## src/pin_mux_pkg.sv

```systemverilog
// Constants, mode codes and carrier types for the port pin-function selector
package pin_mux_pkg;
   // ----------------------------------------------------------------
   // Register map (index on the CPU register file; byte address = 4x)
   // ----------------------------------------------------------------
   localparam logic [7:0] IDX_PORT1_PIN_MODE_LOW = 8'he3; // Bank one
   localparam logic [7:0] IDX_PORT2_PIN_MODE_HIGH = 8'he4; // Bank one
   localparam int ADDR_W = 10;
   localparam logic [1:0] WORD_LANE = 2'h0;
   localparam logic [7:0] MODE_REG_RESET = 8'h00;
   localparam logic [31:0] READ_ZERO = 32'h0000_0000;

   // ----------------------------------------------------------------
   // Field positions and pin indices
   // ----------------------------------------------------------------
   localparam int NUM_PINS = 6;
   localparam int NUM_P1_PINS = 2;
   localparam int SYNC_STAGES = 3;
   // Pins 0..1 are port 1 pins 0..1, pins 2..5 are port 2 pins 4..7
   localparam int FIELD_LSB [NUM_PINS] = '{0, 2, 0, 2, 4, 6};
   localparam int PIN_P2_TX1 = 2;
   localparam int PIN_P2_RX1 = 3;
   localparam int PIN_P2_TX0 = 4;
   localparam int PIN_P2_RX0 = 5;
   localparam logic IDLE_LEVEL = 1'b1;

   // ----------------------------------------------------------------
   // Mode encodings
   // ----------------------------------------------------------------
   typedef enum logic [1:0] {
      P1_INPUT = 2'h0,
      P1_PULLUP = 2'h1,
      P1_ANALOG = 2'h2,
      P1_PUSH_PULL = 2'h3
   } port1_mode_e;

   typedef enum logic [1:0] {
      P2_INPUT = 2'h0,
      P2_ALT = 2'h1,
      P2_OPEN_DRAIN = 2'h2,
      P2_PUSH_PULL = 2'h3
   } port2_mode_e;

   // Drive request of one pin
   typedef struct packed {
      logic oe;
      logic out;
   } pin_drive_s;
endpackage : pin_mux_pkg

```

## src/pin_cell.sv

```systemverilog
// One pin: registered drive and a three-stage input synchroniser
`timescale 1ns/1ns
`default_nettype none
module pin_cell (
   input wire logic core_clk, // System clock
   input wire logic rst_n, // Asynchronous reset, active low
   input wire pin_mux_pkg::pin_drive_s drive_nxt, // Decoded drive request
   input wire logic pin_in, // Raw pin level
   output pin_mux_pkg::pin_drive_s drive_r, // Registered drive
   output logic level_r // Filtered input level
);
   logic [pin_mux_pkg::SYNC_STAGES-1:0] sync_r;
   logic [pin_mux_pkg::SYNC_STAGES-1:0] sync_nxt;
   logic level_nxt;

   // Shift chain; stage 0 is only read by stage 1
   always_comb begin
      sync_nxt = {sync_r[pin_mux_pkg::SYNC_STAGES-2:0], pin_in};
      level_nxt = level_r;
      if (sync_r[1] == sync_r[2]) begin
         level_nxt = sync_r[2]; // Accept only once two stages agree
      end
   end

   // Reset to idle-high input so a floating receiver sees no start bit
   always_ff @(posedge core_clk or negedge rst_n) begin
      if (!rst_n) begin
         sync_r <= '1;
         level_r <= pin_mux_pkg::IDLE_LEVEL;
         drive_r <= '0;
      end else begin
         sync_r <= sync_nxt;
         level_r <= level_nxt;
         drive_r <= drive_nxt;
      end
   end
endmodule : pin_cell
`default_nettype wire

```

## src/port_pin_function_select.sv

```systemverilog
// Pin-function selector for port 1 pins 0..1 and port 2 pins 4..7
// Function
// - Port-1 pin-mode register at index e3 in bank one; bits 7..4 unused.
// - Port-2 upper pin-mode register at index e4 in bank one, fully read/write.
// - Port-1 pin 1 field: input, input with pull-up, analog nine, push-pull.
// - Port-1 pin 0 field: input, input with pull-up, analog eight, push-pull.
// - Receive pin fields: input to receiver, receiver drives, open-drain, push-pull.
// - Transmit pin fields: input, transmit drives pin, open-drain, push-pull.
//
// The Avalon-MM register port was chosen for this implementation.
`timescale 1ns/1ns
`default_nettype none
module port_pin_function_select (
   input wire logic core_clk, // System clock, 125 MHz
   input wire logic rst_n, // Asynchronous reset, active low
   input wire logic [pin_mux_pkg::ADDR_W-1:0] address, // Avalon byte address
   input wire logic read, // Avalon read
   input wire logic write, // Avalon write
   input wire logic [31:0] writedata, // Avalon write data
   input wire logic [3:0] byteenable, // Avalon byte enables
   output logic [31:0] readdata, // Avalon read data
   output logic waitrequest, // Avalon wait request
   input wire logic [5:0] port_data, // Port data latch per pin
   input wire logic serial0_receive_out, // Receiver 0 drive value
   input wire logic serial0_transmit, // Transmitter 0 data
   input wire logic serial1_receive_out, // Receiver 1 drive value
   input wire logic serial1_transmit, // Transmitter 1 data
   input wire logic [5:0] pin_i, // Pin levels
   output logic [5:0] pin_o, // Pin output values
   output logic [5:0] pin_oe, // Pin output enables, high drives
   output logic [5:0] pin_level, // Filtered pin levels
   output logic [1:0] pullup_en, // Port 1 pull-up enables
   output logic analog_input_eight, // Port 1 pin 0 to analog channel eight
   output logic analog_input_nine, // Port 1 pin 1 to analog channel nine
   output logic serial0_receive, // Receiver 0 serial input
   output logic serial1_receive // Receiver 1 serial input
);
   // ----------------------------------------------------------------
   // Helpers
   // ----------------------------------------------------------------
   function automatic logic [1:0] field_of(input logic [7:0] r, input int lsb);
      field_of = r[lsb +: 2];
   endfunction : field_of

   function automatic logic hits(input logic [pin_mux_pkg::ADDR_W-1:0] a,
                                 input logic [7:0] idx);
      hits = (a[pin_mux_pkg::ADDR_W-1:2] == idx) && (a[1:0] == pin_mux_pkg::WORD_LANE);
   endfunction : hits

   // ----------------------------------------------------------------
   // Avalon slave and mode registers
   // ----------------------------------------------------------------
   logic [7:0] port1_pin_mode_low_r, port1_pin_mode_low_nxt;
   logic [7:0] port2_pin_mode_high_r, port2_pin_mode_high_nxt;
   logic wait_r, wait_nxt;
   logic [31:0] rdata_r, rdata_nxt;
   logic hit_p1, hit_p2, wr_done;

   // One wait cycle, then a single-cycle accept; writes land on that edge
   always_comb begin
      hit_p1 = hits(address, pin_mux_pkg::IDX_PORT1_PIN_MODE_LOW);
      hit_p2 = hits(address, pin_mux_pkg::IDX_PORT2_PIN_MODE_HIGH);
      wr_done = write && !wait_r;
      wait_nxt = !(wait_r && (read || write));
      rdata_nxt = pin_mux_pkg::READ_ZERO; // Unmapped reads return zero
      if (read && wait_r) begin
         if (hit_p1) begin
            rdata_nxt = {24'h00_0000, port1_pin_mode_low_r};
         end else if (hit_p2) begin
            rdata_nxt = {24'h00_0000, port2_pin_mode_high_r};
         end
      end
      port1_pin_mode_low_nxt = port1_pin_mode_low_r;
      port2_pin_mode_high_nxt = port2_pin_mode_high_r;
      if (wr_done && byteenable[0] && hit_p1) begin
         port1_pin_mode_low_nxt = writedata[7:0];
      end
      if (wr_done && byteenable[0] && hit_p2) begin
         port2_pin_mode_high_nxt = writedata[7:0];
      end
   end

   // Registers for the bus side
   always_ff @(posedge core_clk or negedge rst_n) begin
      if (!rst_n) begin
         port1_pin_mode_low_r <= pin_mux_pkg::MODE_REG_RESET;
         port2_pin_mode_high_r <= pin_mux_pkg::MODE_REG_RESET;
         wait_r <= 1'b1;
         rdata_r <= pin_mux_pkg::READ_ZERO;
      end else begin
         port1_pin_mode_low_r <= port1_pin_mode_low_nxt;
         port2_pin_mode_high_r <= port2_pin_mode_high_nxt;
         wait_r <= wait_nxt;
         rdata_r <= rdata_nxt;
      end
   end

   assign readdata = rdata_r;
   assign waitrequest = wait_r;

   // ----------------------------------------------------------------
   // Mode decode
   // ----------------------------------------------------------------
   pin_mux_pkg::pin_drive_s drive_nxt [pin_mux_pkg::NUM_PINS];
   pin_mux_pkg::pin_drive_s drive_r [pin_mux_pkg::NUM_PINS];
   logic [5:0] alt_out;
   logic [1:0] pullup_r, pullup_nxt, analog_r, analog_nxt;
   logic rx0_r, rx0_nxt, rx1_r, rx1_nxt;

   // Port 1 pins never drive in analog or pull-up modes
   always_comb begin
      alt_out = '0;
      alt_out[pin_mux_pkg::PIN_P2_TX1] = serial1_transmit;
      alt_out[pin_mux_pkg::PIN_P2_RX1] = serial1_receive_out;
      alt_out[pin_mux_pkg::PIN_P2_TX0] = serial0_transmit;
      alt_out[pin_mux_pkg::PIN_P2_RX0] = serial0_receive_out;
      pullup_nxt = '0;
      analog_nxt = '0;
      // Port 1 pins; a loop of its own keeps every index inside the 2-bit vectors
      for (int i = 0; i < pin_mux_pkg::NUM_P1_PINS; i++) begin
         drive_nxt[i] = '0;
         unique case (pin_mux_pkg::port1_mode_e'(field_of(port1_pin_mode_low_r,
                                                pin_mux_pkg::FIELD_LSB[i])))
            pin_mux_pkg::P1_INPUT: drive_nxt[i] = '0;
            pin_mux_pkg::P1_PULLUP: pullup_nxt[i] = 1'b1;
            pin_mux_pkg::P1_ANALOG: analog_nxt[i] = 1'b1;
            pin_mux_pkg::P1_PUSH_PULL: drive_nxt[i] = '{1'b1, port_data[i]};
         endcase
      end
      // Port 2 pins; the alternate source follows the pin's serial role
      for (int i = pin_mux_pkg::NUM_P1_PINS; i < pin_mux_pkg::NUM_PINS; i++) begin
         drive_nxt[i] = '0;
         unique case (pin_mux_pkg::port2_mode_e'(field_of(port2_pin_mode_high_r,
                                                pin_mux_pkg::FIELD_LSB[i])))
            pin_mux_pkg::P2_INPUT: drive_nxt[i] = '0;
            pin_mux_pkg::P2_ALT: drive_nxt[i] = '{1'b1, alt_out[i]};
            pin_mux_pkg::P2_OPEN_DRAIN: drive_nxt[i] = '{!port_data[i], 1'b0};
            pin_mux_pkg::P2_PUSH_PULL: drive_nxt[i] = '{1'b1, port_data[i]};
         endcase
      end
      // Receivers see idle high unless their pin is a plain input
      rx0_nxt = pin_mux_pkg::IDLE_LEVEL;
      rx1_nxt = pin_mux_pkg::IDLE_LEVEL;
      if (field_of(port2_pin_mode_high_r, pin_mux_pkg::FIELD_LSB[pin_mux_pkg::PIN_P2_RX0])
          == pin_mux_pkg::P2_INPUT) begin
         rx0_nxt = pin_level[pin_mux_pkg::PIN_P2_RX0];
      end
      if (field_of(port2_pin_mode_high_r, pin_mux_pkg::FIELD_LSB[pin_mux_pkg::PIN_P2_RX1])
          == pin_mux_pkg::P2_INPUT) begin
         rx1_nxt = pin_level[pin_mux_pkg::PIN_P2_RX1];
      end
   end

   // Registered side outputs
   always_ff @(posedge core_clk or negedge rst_n) begin
      if (!rst_n) begin
         pullup_r <= '0;
         analog_r <= '0;
         rx0_r <= pin_mux_pkg::IDLE_LEVEL;
         rx1_r <= pin_mux_pkg::IDLE_LEVEL;
      end else begin
         pullup_r <= pullup_nxt;
         analog_r <= analog_nxt;
         rx0_r <= rx0_nxt;
         rx1_r <= rx1_nxt;
      end
   end

   assign pullup_en = pullup_r;
   assign analog_input_eight = analog_r[0];
   assign analog_input_nine = analog_r[1];
   assign serial0_receive = rx0_r;
   assign serial1_receive = rx1_r;

   // ----------------------------------------------------------------
   // Pin cells
   // ----------------------------------------------------------------
   for (genvar g = 0; g < pin_mux_pkg::NUM_PINS; g++) begin : g_pin
      pin_cell u_cell (
         .core_clk(core_clk),
         .rst_n(rst_n),
         .drive_nxt(drive_nxt[g]),
         .pin_in(pin_i[g]),
         .drive_r(drive_r[g]),
         .level_r(pin_level[g])
      );
      assign pin_o[g] = drive_r[g].out;
      assign pin_oe[g] = drive_r[g].oe;
   end

   // ----------------------------------------------------------------
   // Assertions
   // ----------------------------------------------------------------
   chk_p1_write: assert property (@(posedge core_clk) disable iff (!rst_n)
      (write && !wait_r && hit_p1 && byteenable[0]) |=> port1_pin_mode_low_r == $past(writedata[7:0]))
      else $error("port 1 mode register missed a write");
   chk_p2_write: assert property (@(posedge core_clk) disable iff (!rst_n)
      (write && !wait_r && hit_p2 && byteenable[0]) |=> port2_pin_mode_high_r == $past(writedata[7:0]))
      else $error("port 2 mode register missed a write");
   chk_p1_readback: assert property (@(posedge core_clk) disable iff (!rst_n)
      (read && wait_r && hit_p1) |=> (!waitrequest && readdata[7:0] == $past(port1_pin_mode_low_r)))
      else $error("port 1 mode readback wrong");
   chk_pullup_pin1: assert property (@(posedge core_clk) disable iff (!rst_n)
      (field_of(port1_pin_mode_low_r, pin_mux_pkg::FIELD_LSB[1]) == pin_mux_pkg::P1_PULLUP) |=>
      (pullup_en[1] && !pin_oe[1]))
      else $error("pin 1 pull-up mode not applied");
   chk_analog_pin0: assert property (@(posedge core_clk) disable iff (!rst_n)
      (field_of(port1_pin_mode_low_r, pin_mux_pkg::FIELD_LSB[0]) == pin_mux_pkg::P1_ANALOG) |=>
      (analog_input_eight && !pin_oe[0]))
      else $error("pin 0 analog mode not applied");
   chk_rx_alt: assert property (@(posedge core_clk) disable iff (!rst_n)
      (field_of(port2_pin_mode_high_r, pin_mux_pkg::FIELD_LSB[pin_mux_pkg::PIN_P2_RX0])
       == pin_mux_pkg::P2_ALT) |=>
      (pin_oe[pin_mux_pkg::PIN_P2_RX0] &&
       pin_o[pin_mux_pkg::PIN_P2_RX0] == $past(serial0_receive_out)))
      else $error("receive pin not driven by receiver");
   chk_tx_alt: assert property (@(posedge core_clk) disable iff (!rst_n)
      (field_of(port2_pin_mode_high_r, pin_mux_pkg::FIELD_LSB[pin_mux_pkg::PIN_P2_TX0])
       == pin_mux_pkg::P2_ALT) |=>
      (pin_oe[pin_mux_pkg::PIN_P2_TX0] &&
       pin_o[pin_mux_pkg::PIN_P2_TX0] == $past(serial0_transmit)))
      else $error("transmit pin not driven by transmitter");
   chk_tx_drain: assert property (@(posedge core_clk) disable iff (!rst_n)
      (field_of(port2_pin_mode_high_r, pin_mux_pkg::FIELD_LSB[pin_mux_pkg::PIN_P2_TX1])
       == pin_mux_pkg::P2_OPEN_DRAIN) |=>
      (!pin_o[pin_mux_pkg::PIN_P2_TX1] &&
       pin_oe[pin_mux_pkg::PIN_P2_TX1] == !$past(port_data[pin_mux_pkg::PIN_P2_TX1])))
      else $error("transmit pin open-drain wrong");
   chk_reset_clear: assert property (@(posedge core_clk) disable iff (!rst_n)
      $rose(rst_n) |-> (port1_pin_mode_low_r == '0 && port2_pin_mode_high_r == '0 && pin_oe == '0))
      else $error("registers not clear after reset");
   chk_wait_one: assert property (@(posedge core_clk) disable iff (!rst_n)
      (!waitrequest) |=> waitrequest)
      else $error("waitrequest low for more than one cycle");
   // A taken request is answered after exactly one wait cycle
   chk_wait_answer: assert property (@(posedge core_clk) disable iff (!rst_n)
      ((read || write) && waitrequest) |=> !waitrequest)
      else $error("request not answered after one wait cycle");

   cov_p2_write: cover property (@(posedge core_clk) disable iff (!rst_n)
      write && !wait_r && hit_p2);
   cov_rx_input: cover property (@(posedge core_clk) disable iff (!rst_n)
      $fell(serial0_receive));
   cov_analog_nine: cover property (@(posedge core_clk) disable iff (!rst_n)
      $rose(analog_input_nine));
endmodule : port_pin_function_select
`default_nettype wire

```

## config.mk

```make
export PLATFORM = sky130hd
export DESIGN_NAME = port_pin_function_select
export DESIGN_NICKNAME = d
export VERILOG_FILES = /design/src/pin_mux_pkg.sv /design/src/pin_cell.sv /design/src/port_pin_function_select.sv
export SDC_FILE = /design/constraint.sdc
export NUM_CORES = 1
export LEC_CHECK = 0
export BUFFER_PORTS_ARGS = -buffer_cell sky130_fd_sc_hd__buf_2
export CAP_MARGIN = 15
export CORE_MARGIN = 8
export CORE_UTILIZATION = 50
export DETAILED_ROUTE_END_ITERATION = 10
export GPL_ROUTABILITY_DRIVEN = 0
export PLACE_DENSITY = 0.85
export SLEW_MARGIN = 20
export SYNTH_ARGS = -nofsm -noshare
export SYNTH_HDL_FRONTEND = slang
export SYNTH_SLANG_ARGS = --single-unit
```

## constraint.sdc

```tcl
create_clock -name core_clk -period 4.15 [get_ports core_clk]
set_input_delay 0.6225 -clock core_clk [delete_from_list [all_inputs] [get_ports core_clk]]
set_output_delay 0.6225 -clock core_clk [all_outputs]
set_load 0.01 [all_outputs]
```

[Word-level counts from Yosys, hierarchy flattened]
Index checks and enable logic that the tools add are counted.
Storage, ports and cells
  flip-flop bits (word level): 91
  logic and storage cells: 93
Cells by class
  equality and inequality tests: 26
  mux-type cells: 15
  reductions and logical operators: 20
Operators with widths (number)
  32-bit two-way mux: 1
  2-bit one-hot mux with 4 select lines: 4
  2-bit == test, second input constant: 12
  8-bit == test, second input constant: 2
  8-bit two-way mux: 2
  2-bit by 1-bit == test with 1-bit output, second input constant: 6
  2-bit logical NOT: 5
  1-bit logical AND: 8
  1-bit == test: 6
  1-bit logical NOT: 6
  1-bit two-way mux: 6
  2-bit two-way mux: 2
  1-bit logical OR: 1

[Depth between registers and ports, before layout]
  depth in word-level cells: 5
  mapped depth: 5
  depth with buffers taken out: 3

[Modules after synthesis]
A second synthesis with hierarchy kept.
Second synthesis, totals
  cells, all modules: 179
  area, all modules: 2605.0 sq um
Modules (own cells, without submodules)
  port_pin_function_select: times used 1, cells each 137, area an instance 1606.5 sq um, sequential area each 779.5 sq um
  pin_cell: times used 6, cells each 7, area an instance 166.4 sq um, sequential area each 155.1 sq um

[Worst setup path after synthesis]
Ideal clock, no wire load.
  path type: input to register
  start point: in address[3] (netlist name)
  end point: reg port2_pin_mode_high_r[0]
  library setup time: 0.125 ns
  arrival time: 1.607 ns
  required time: 4.025 ns
  setup slack: 2.418 ns
  stages: 4
  cells stage by stage: nor3b_4 -> and4b_1 -> buf_6 -> mux2_2
Between the ends
  longest elaborated chain between the ends: 3
Ends and longest elaborated chain
  start, declared: line port_pin_function_select.sv:16  | input wire logic [pin_mux_pkg::ADDR_W-1:0] address,
  8-bit == test: line port_pin_function_select.sv:47  | hits = (a[pin_mux_pkg::ADDR_W-1:2] == idx) && (a[1:0] == pin_mux_pkg::WORD_LANE);
  1-bit logical AND: line port_pin_function_select.sv:47
  1-bit logical AND: line port_pin_function_select.sv:78  | if (wr_done && byteenable[0] && hit_p2) begin
  end signal, assigned: line port_pin_function_select.sv:87  | port2_pin_mode_high_r <= pin_mux_pkg::MODE_REG_RESET;
  end signal, assigned: line port_pin_function_select.sv:92  | port2_pin_mode_high_r <= port2_pin_mode_high_nxt;
  end, declared: line port_pin_function_select.sv:54  | logic [7:0] port2_pin_mode_high_r, port2_pin_mode_high_nxt;
No other way between the ends.
A chain may end at the register's enable or synchronous reset.

[Worst setup path after layout]
  start point: in address[4] (netlist name)
  end point: reg port1_pin_mode_low_r[2]
Between the ends
  longest elaborated chain between the ends: 3
Ends and longest elaborated chain
  8-bit == test: line port_pin_function_select.sv:47
  1-bit logical AND: line port_pin_function_select.sv:47
  1-bit logical AND: line port_pin_function_select.sv:75  | if (wr_done && byteenable[0] && hit_p1) begin
  end signal, assigned: line port_pin_function_select.sv:86  | port1_pin_mode_low_r <= pin_mux_pkg::MODE_REG_RESET;
  end signal, assigned: line port_pin_function_select.sv:91  | port1_pin_mode_low_r <= port1_pin_mode_low_nxt;
  end, declared: line port_pin_function_select.sv:53  | logic [7:0] port1_pin_mode_low_r, port1_pin_mode_low_nxt;
No other way between the ends.

==> results.sh <==
export IMPL_root_buffer="clkbuf_8"
export IMPL_top_level_ports=123
export IMPL_antenna_diode_count=0
export IMPL_layout_commonest_cell="buf_2"
export IMPL_max_vdd_ir_drop_uv=198
export IMPL_num_rows=26
export IMPL_met1_length_microns=1890
export IMPL_cts_max_level=3
export IMPL_grt_first_pass_wirelength_microns=7620
export IMPL_routed_via_count=1543
export IMPL_period_needed_ns=1.95
export IMPL_synth_ff_type="dfrtp_1"
export IMPL_final_hold_viol_count=0
export IMPL_dp_hpwl_microns=3580
export IMPL_finalPower_mw=1.34
export IMPL_drt_initial_drc_count=24
export IMPL_netlist_instances=185
export IMPL_synth_edf_count=0
export IMPL_start_util=0.517
export IMPL_syn_avg_cell_area_sq_um=14.3
export IMPL_syn_cell_area_sq_um=2640
export IMPL_port_buffers=71
export IMPL_dr_wl_met2_microns=2480
export IMPL_end_kind="flop"
export IMPL_layout_common_cells="71 x buf_2, 40 x dfrtp_1, 27 x dfstp_2"
export IMPL_hold_class="reg2reg"
export IMPL_hold_path_end="g_pin[5].u_cell.sync_r[1]$_DFF_PN1_"
export IMPL_routed_wl_met3_microns=406
export IMPL_area_growth_pct=18.9
export IMPL_cts_clk_slew_worst_paths_ns=0.07
export IMPL_p_per_area_nw_per_um2=427
export IMPL_min_path_cells=0
export IMPL_yosysWarnings=0
export IMPL_layout_setup_ws_ns=2.20
export IMPL_antenna_found_initial=0
export IMPL_grt_pass1_vias=1706
export IMPL_cts_setup_buffers=0
export IMPL_die_h_microns=88.7
export IMPL_drv_slew=0
export IMPL_fin_worst_skew_ns=0.00535
export IMPL_drc_errors=0
export IMPL_path_buf_inv=1
export IMPL_layoutNonFillerInstCount=332
export IMPL_core_region_area_sq_um=5110
export IMPL_grt_max_degree=44
export IMPL_ys_types=28
export IMPL_drv_cap=0
export IMPL_worst_pin_slew_ns=0.905
export IMPL_outcome="completed"
export IMPL_fmax_ghz=0.514
export IMPL_cp_required_ns=4.35
export IMPL_place_ws_ns=1.88
export IMPL_cts_hold_buffers=0
export IMPL_insertion_delay_ns=0.32
export IMPL_setup_tns_ns=0
export IMPL_r2r_setup_slack_ns=2.50
export IMPL_wire_per_inst_microns=14.5
export IMPL_clk_path_buf_depth=2
export IMPL_relSlewSlack=0.397
export IMPL_fp_dieArea_sq_um=7870
export IMPL_finalWirelength_microns=4800
export IMPL_r2r_end="port1_pin_mode_low_r[2]$_DFFE_PN0P_"
export IMPL_yosysSeqAreaShare=0.647
export IMPL_slowest_delay_ns=0.64
export IMPL_cts_num_sinks=67
export IMPL_start_kind="input port"
export IMPL_nFillCells=401
export IMPL_rsz0062_at_grt="no"
export IMPL_layout_drive_gt1_share=0.515
export IMPL_path_class="in2reg"
export IMPL_setup_violations=0
export IMPL_die_x_microns=88.7
export IMPL_grtUsageTotal=0.126
export IMPL_cp_max_fo=9
export IMPL_cp_top_family="simple AND/OR/NAND/NOR gates"
export IMPL_arrival_ns=2.15
export IMPL_synth_seq_cells=67
export IMPL_place_inst=316
export IMPL_top_layer="met4"
export IMPL_timing_rr_start="waitrequest$_DFF_PN1_"
export IMPL_slowest_stage="and4b_1"
export IMPL_cts_tree="yes"
export IMPL_period_share=0.469
export IMPL_overflow=0
export IMPL_min_from="g_pin[5].u_cell.sync_r[0]$_DFF_PN1_"
export IMPL_finish_net_count=323
export IMPL_async_reset_ff_frac=1.00
export IMPL_viasPerCell=4.65
export IMPL_dr_pass1_iters=5
export IMPL_cts_resized_gates=0
export IMPL_p_leak_nw=1.64
export IMPL_postRouteAntennaNets=0
export IMPL_reg2reg_depth=3
export IMPL_cts_made_buffers=9
export IMPL_path_cells="buf_2, and3b_1, and4b_1, mux2_4"
[layer usage]
layer,vias to the layer above,GRT usage
li1,716,-
met1,760,0.145
met2,63,0.210
met3,4,0.0427
met4,0,0.0492
met5,-,0
[area by class of cell]
class	instances	area, sq um	area share
clock inverter	3	42.5	0.0135
clock buffer	13	180	0.0573
sequential	67	1710	0.544
timing repair buffer	73	370	0.118
tap	70	87.6	0.0279
multi-input combinational	102	736	0.234
inverter	4	15.0	0.00478
[stage by stage]
step	hold WS, ns	instance area, sq um	utilization
floorplan	0.327	2730	-
finish	0.356	3140	0.615
global placement	0.346	2920	0.572
CTS	0.357	3140	0.615
detailed placement	0.347	2920	0.572
global route	0.359	3140	0.615
[worst reg2reg max path, stage by stage, from the launching register on]
cell and delay (ns):
dfstp_2 0.38, and3b_2 0.23, and4b_1 0.58, mux2_4 0.35
[cells in the mapped netlist (2+ instances only)]
cell,instances,area [sq um]
a21o_1,4,30.0
a21oi_1,8,40.0
and2_1,2,12.5
and3_1,2,12.5
and4b_1,2,20.0
buf_4,30,225
buf_6,3,33.8
dfrtp_1,40,1000
dfstp_2,27,709
inv_1,4,15.0
maj3_1,6,60.1
mux2_2,8,90.1
mux2_4,8,120
mux2i_1,4,40.0
nand3_1,16,80.1
nor2b_1,8,50.1
or3_1,2,12.5
[flip-flops by register name, summed over array words and instances, names as in the netlist]
name and flops:
serial0_receive 1, serial1_receive 1, port2_pin_mode_high_r 8, readdata 8, pullup_en 2, g_pin.u_cell.level_r 6, port1_pin_mode_low_r 8, waitrequest 1
g_pin.u_cell.drive_r 12, g_pin.u_cell.sync_r 18, analog_r 2
[power breakdown]
part           internal [mW]  switching [mW]  total, mW
registers              0.686         0.00873      0.694
logic                 0.0300          0.0473     0.0773
clock network          0.346           0.224      0.570
[worst max-delay path by stage]
| stage | to | start | cells past startpoint | slack [ns] |
|---|---|---|---|---|
| floorplan | port2_pin_mode_high_r[0]$_DFFE_PN0P_ | address[3] | 4 | 2.42 |
| global placement | port1_pin_mode_low_r[6]$_DFFE_PN0P_ | address[4] | 4 | 1.89 |
| detailed placement | port1_pin_mode_low_r[5]$_DFFE_PN0P_ | address[4] | 4 | 1.88 |
| CTS | port1_pin_mode_low_r[1]$_DFFE_PN0P_ | address[4] | 4 | 2.22 |
| global route | port1_pin_mode_low_r[0]$_DFFE_PN0P_ | address[4] | 4 | 2.15 |
| finish | port1_pin_mode_low_r[2]$_DFFE_PN0P_ | address[4] | 4 | 2.20 |
[cell families (layout without fill, tap and decap cells)]
group	count (synthesis)	count (layout)	share of synthesized area
AOI/OAI and AO/OA	13	13	0.0284
muxes	20	20	0.0947
DFF	67	67	0.647
buffers and inverters	39	93	0.107
other	1	24	0.00142
and+or+nand+nor	39	39	0.0985
adders and majority gates	6	6	0.0227
Note: power is estimated with default switching activity, not from simulation.
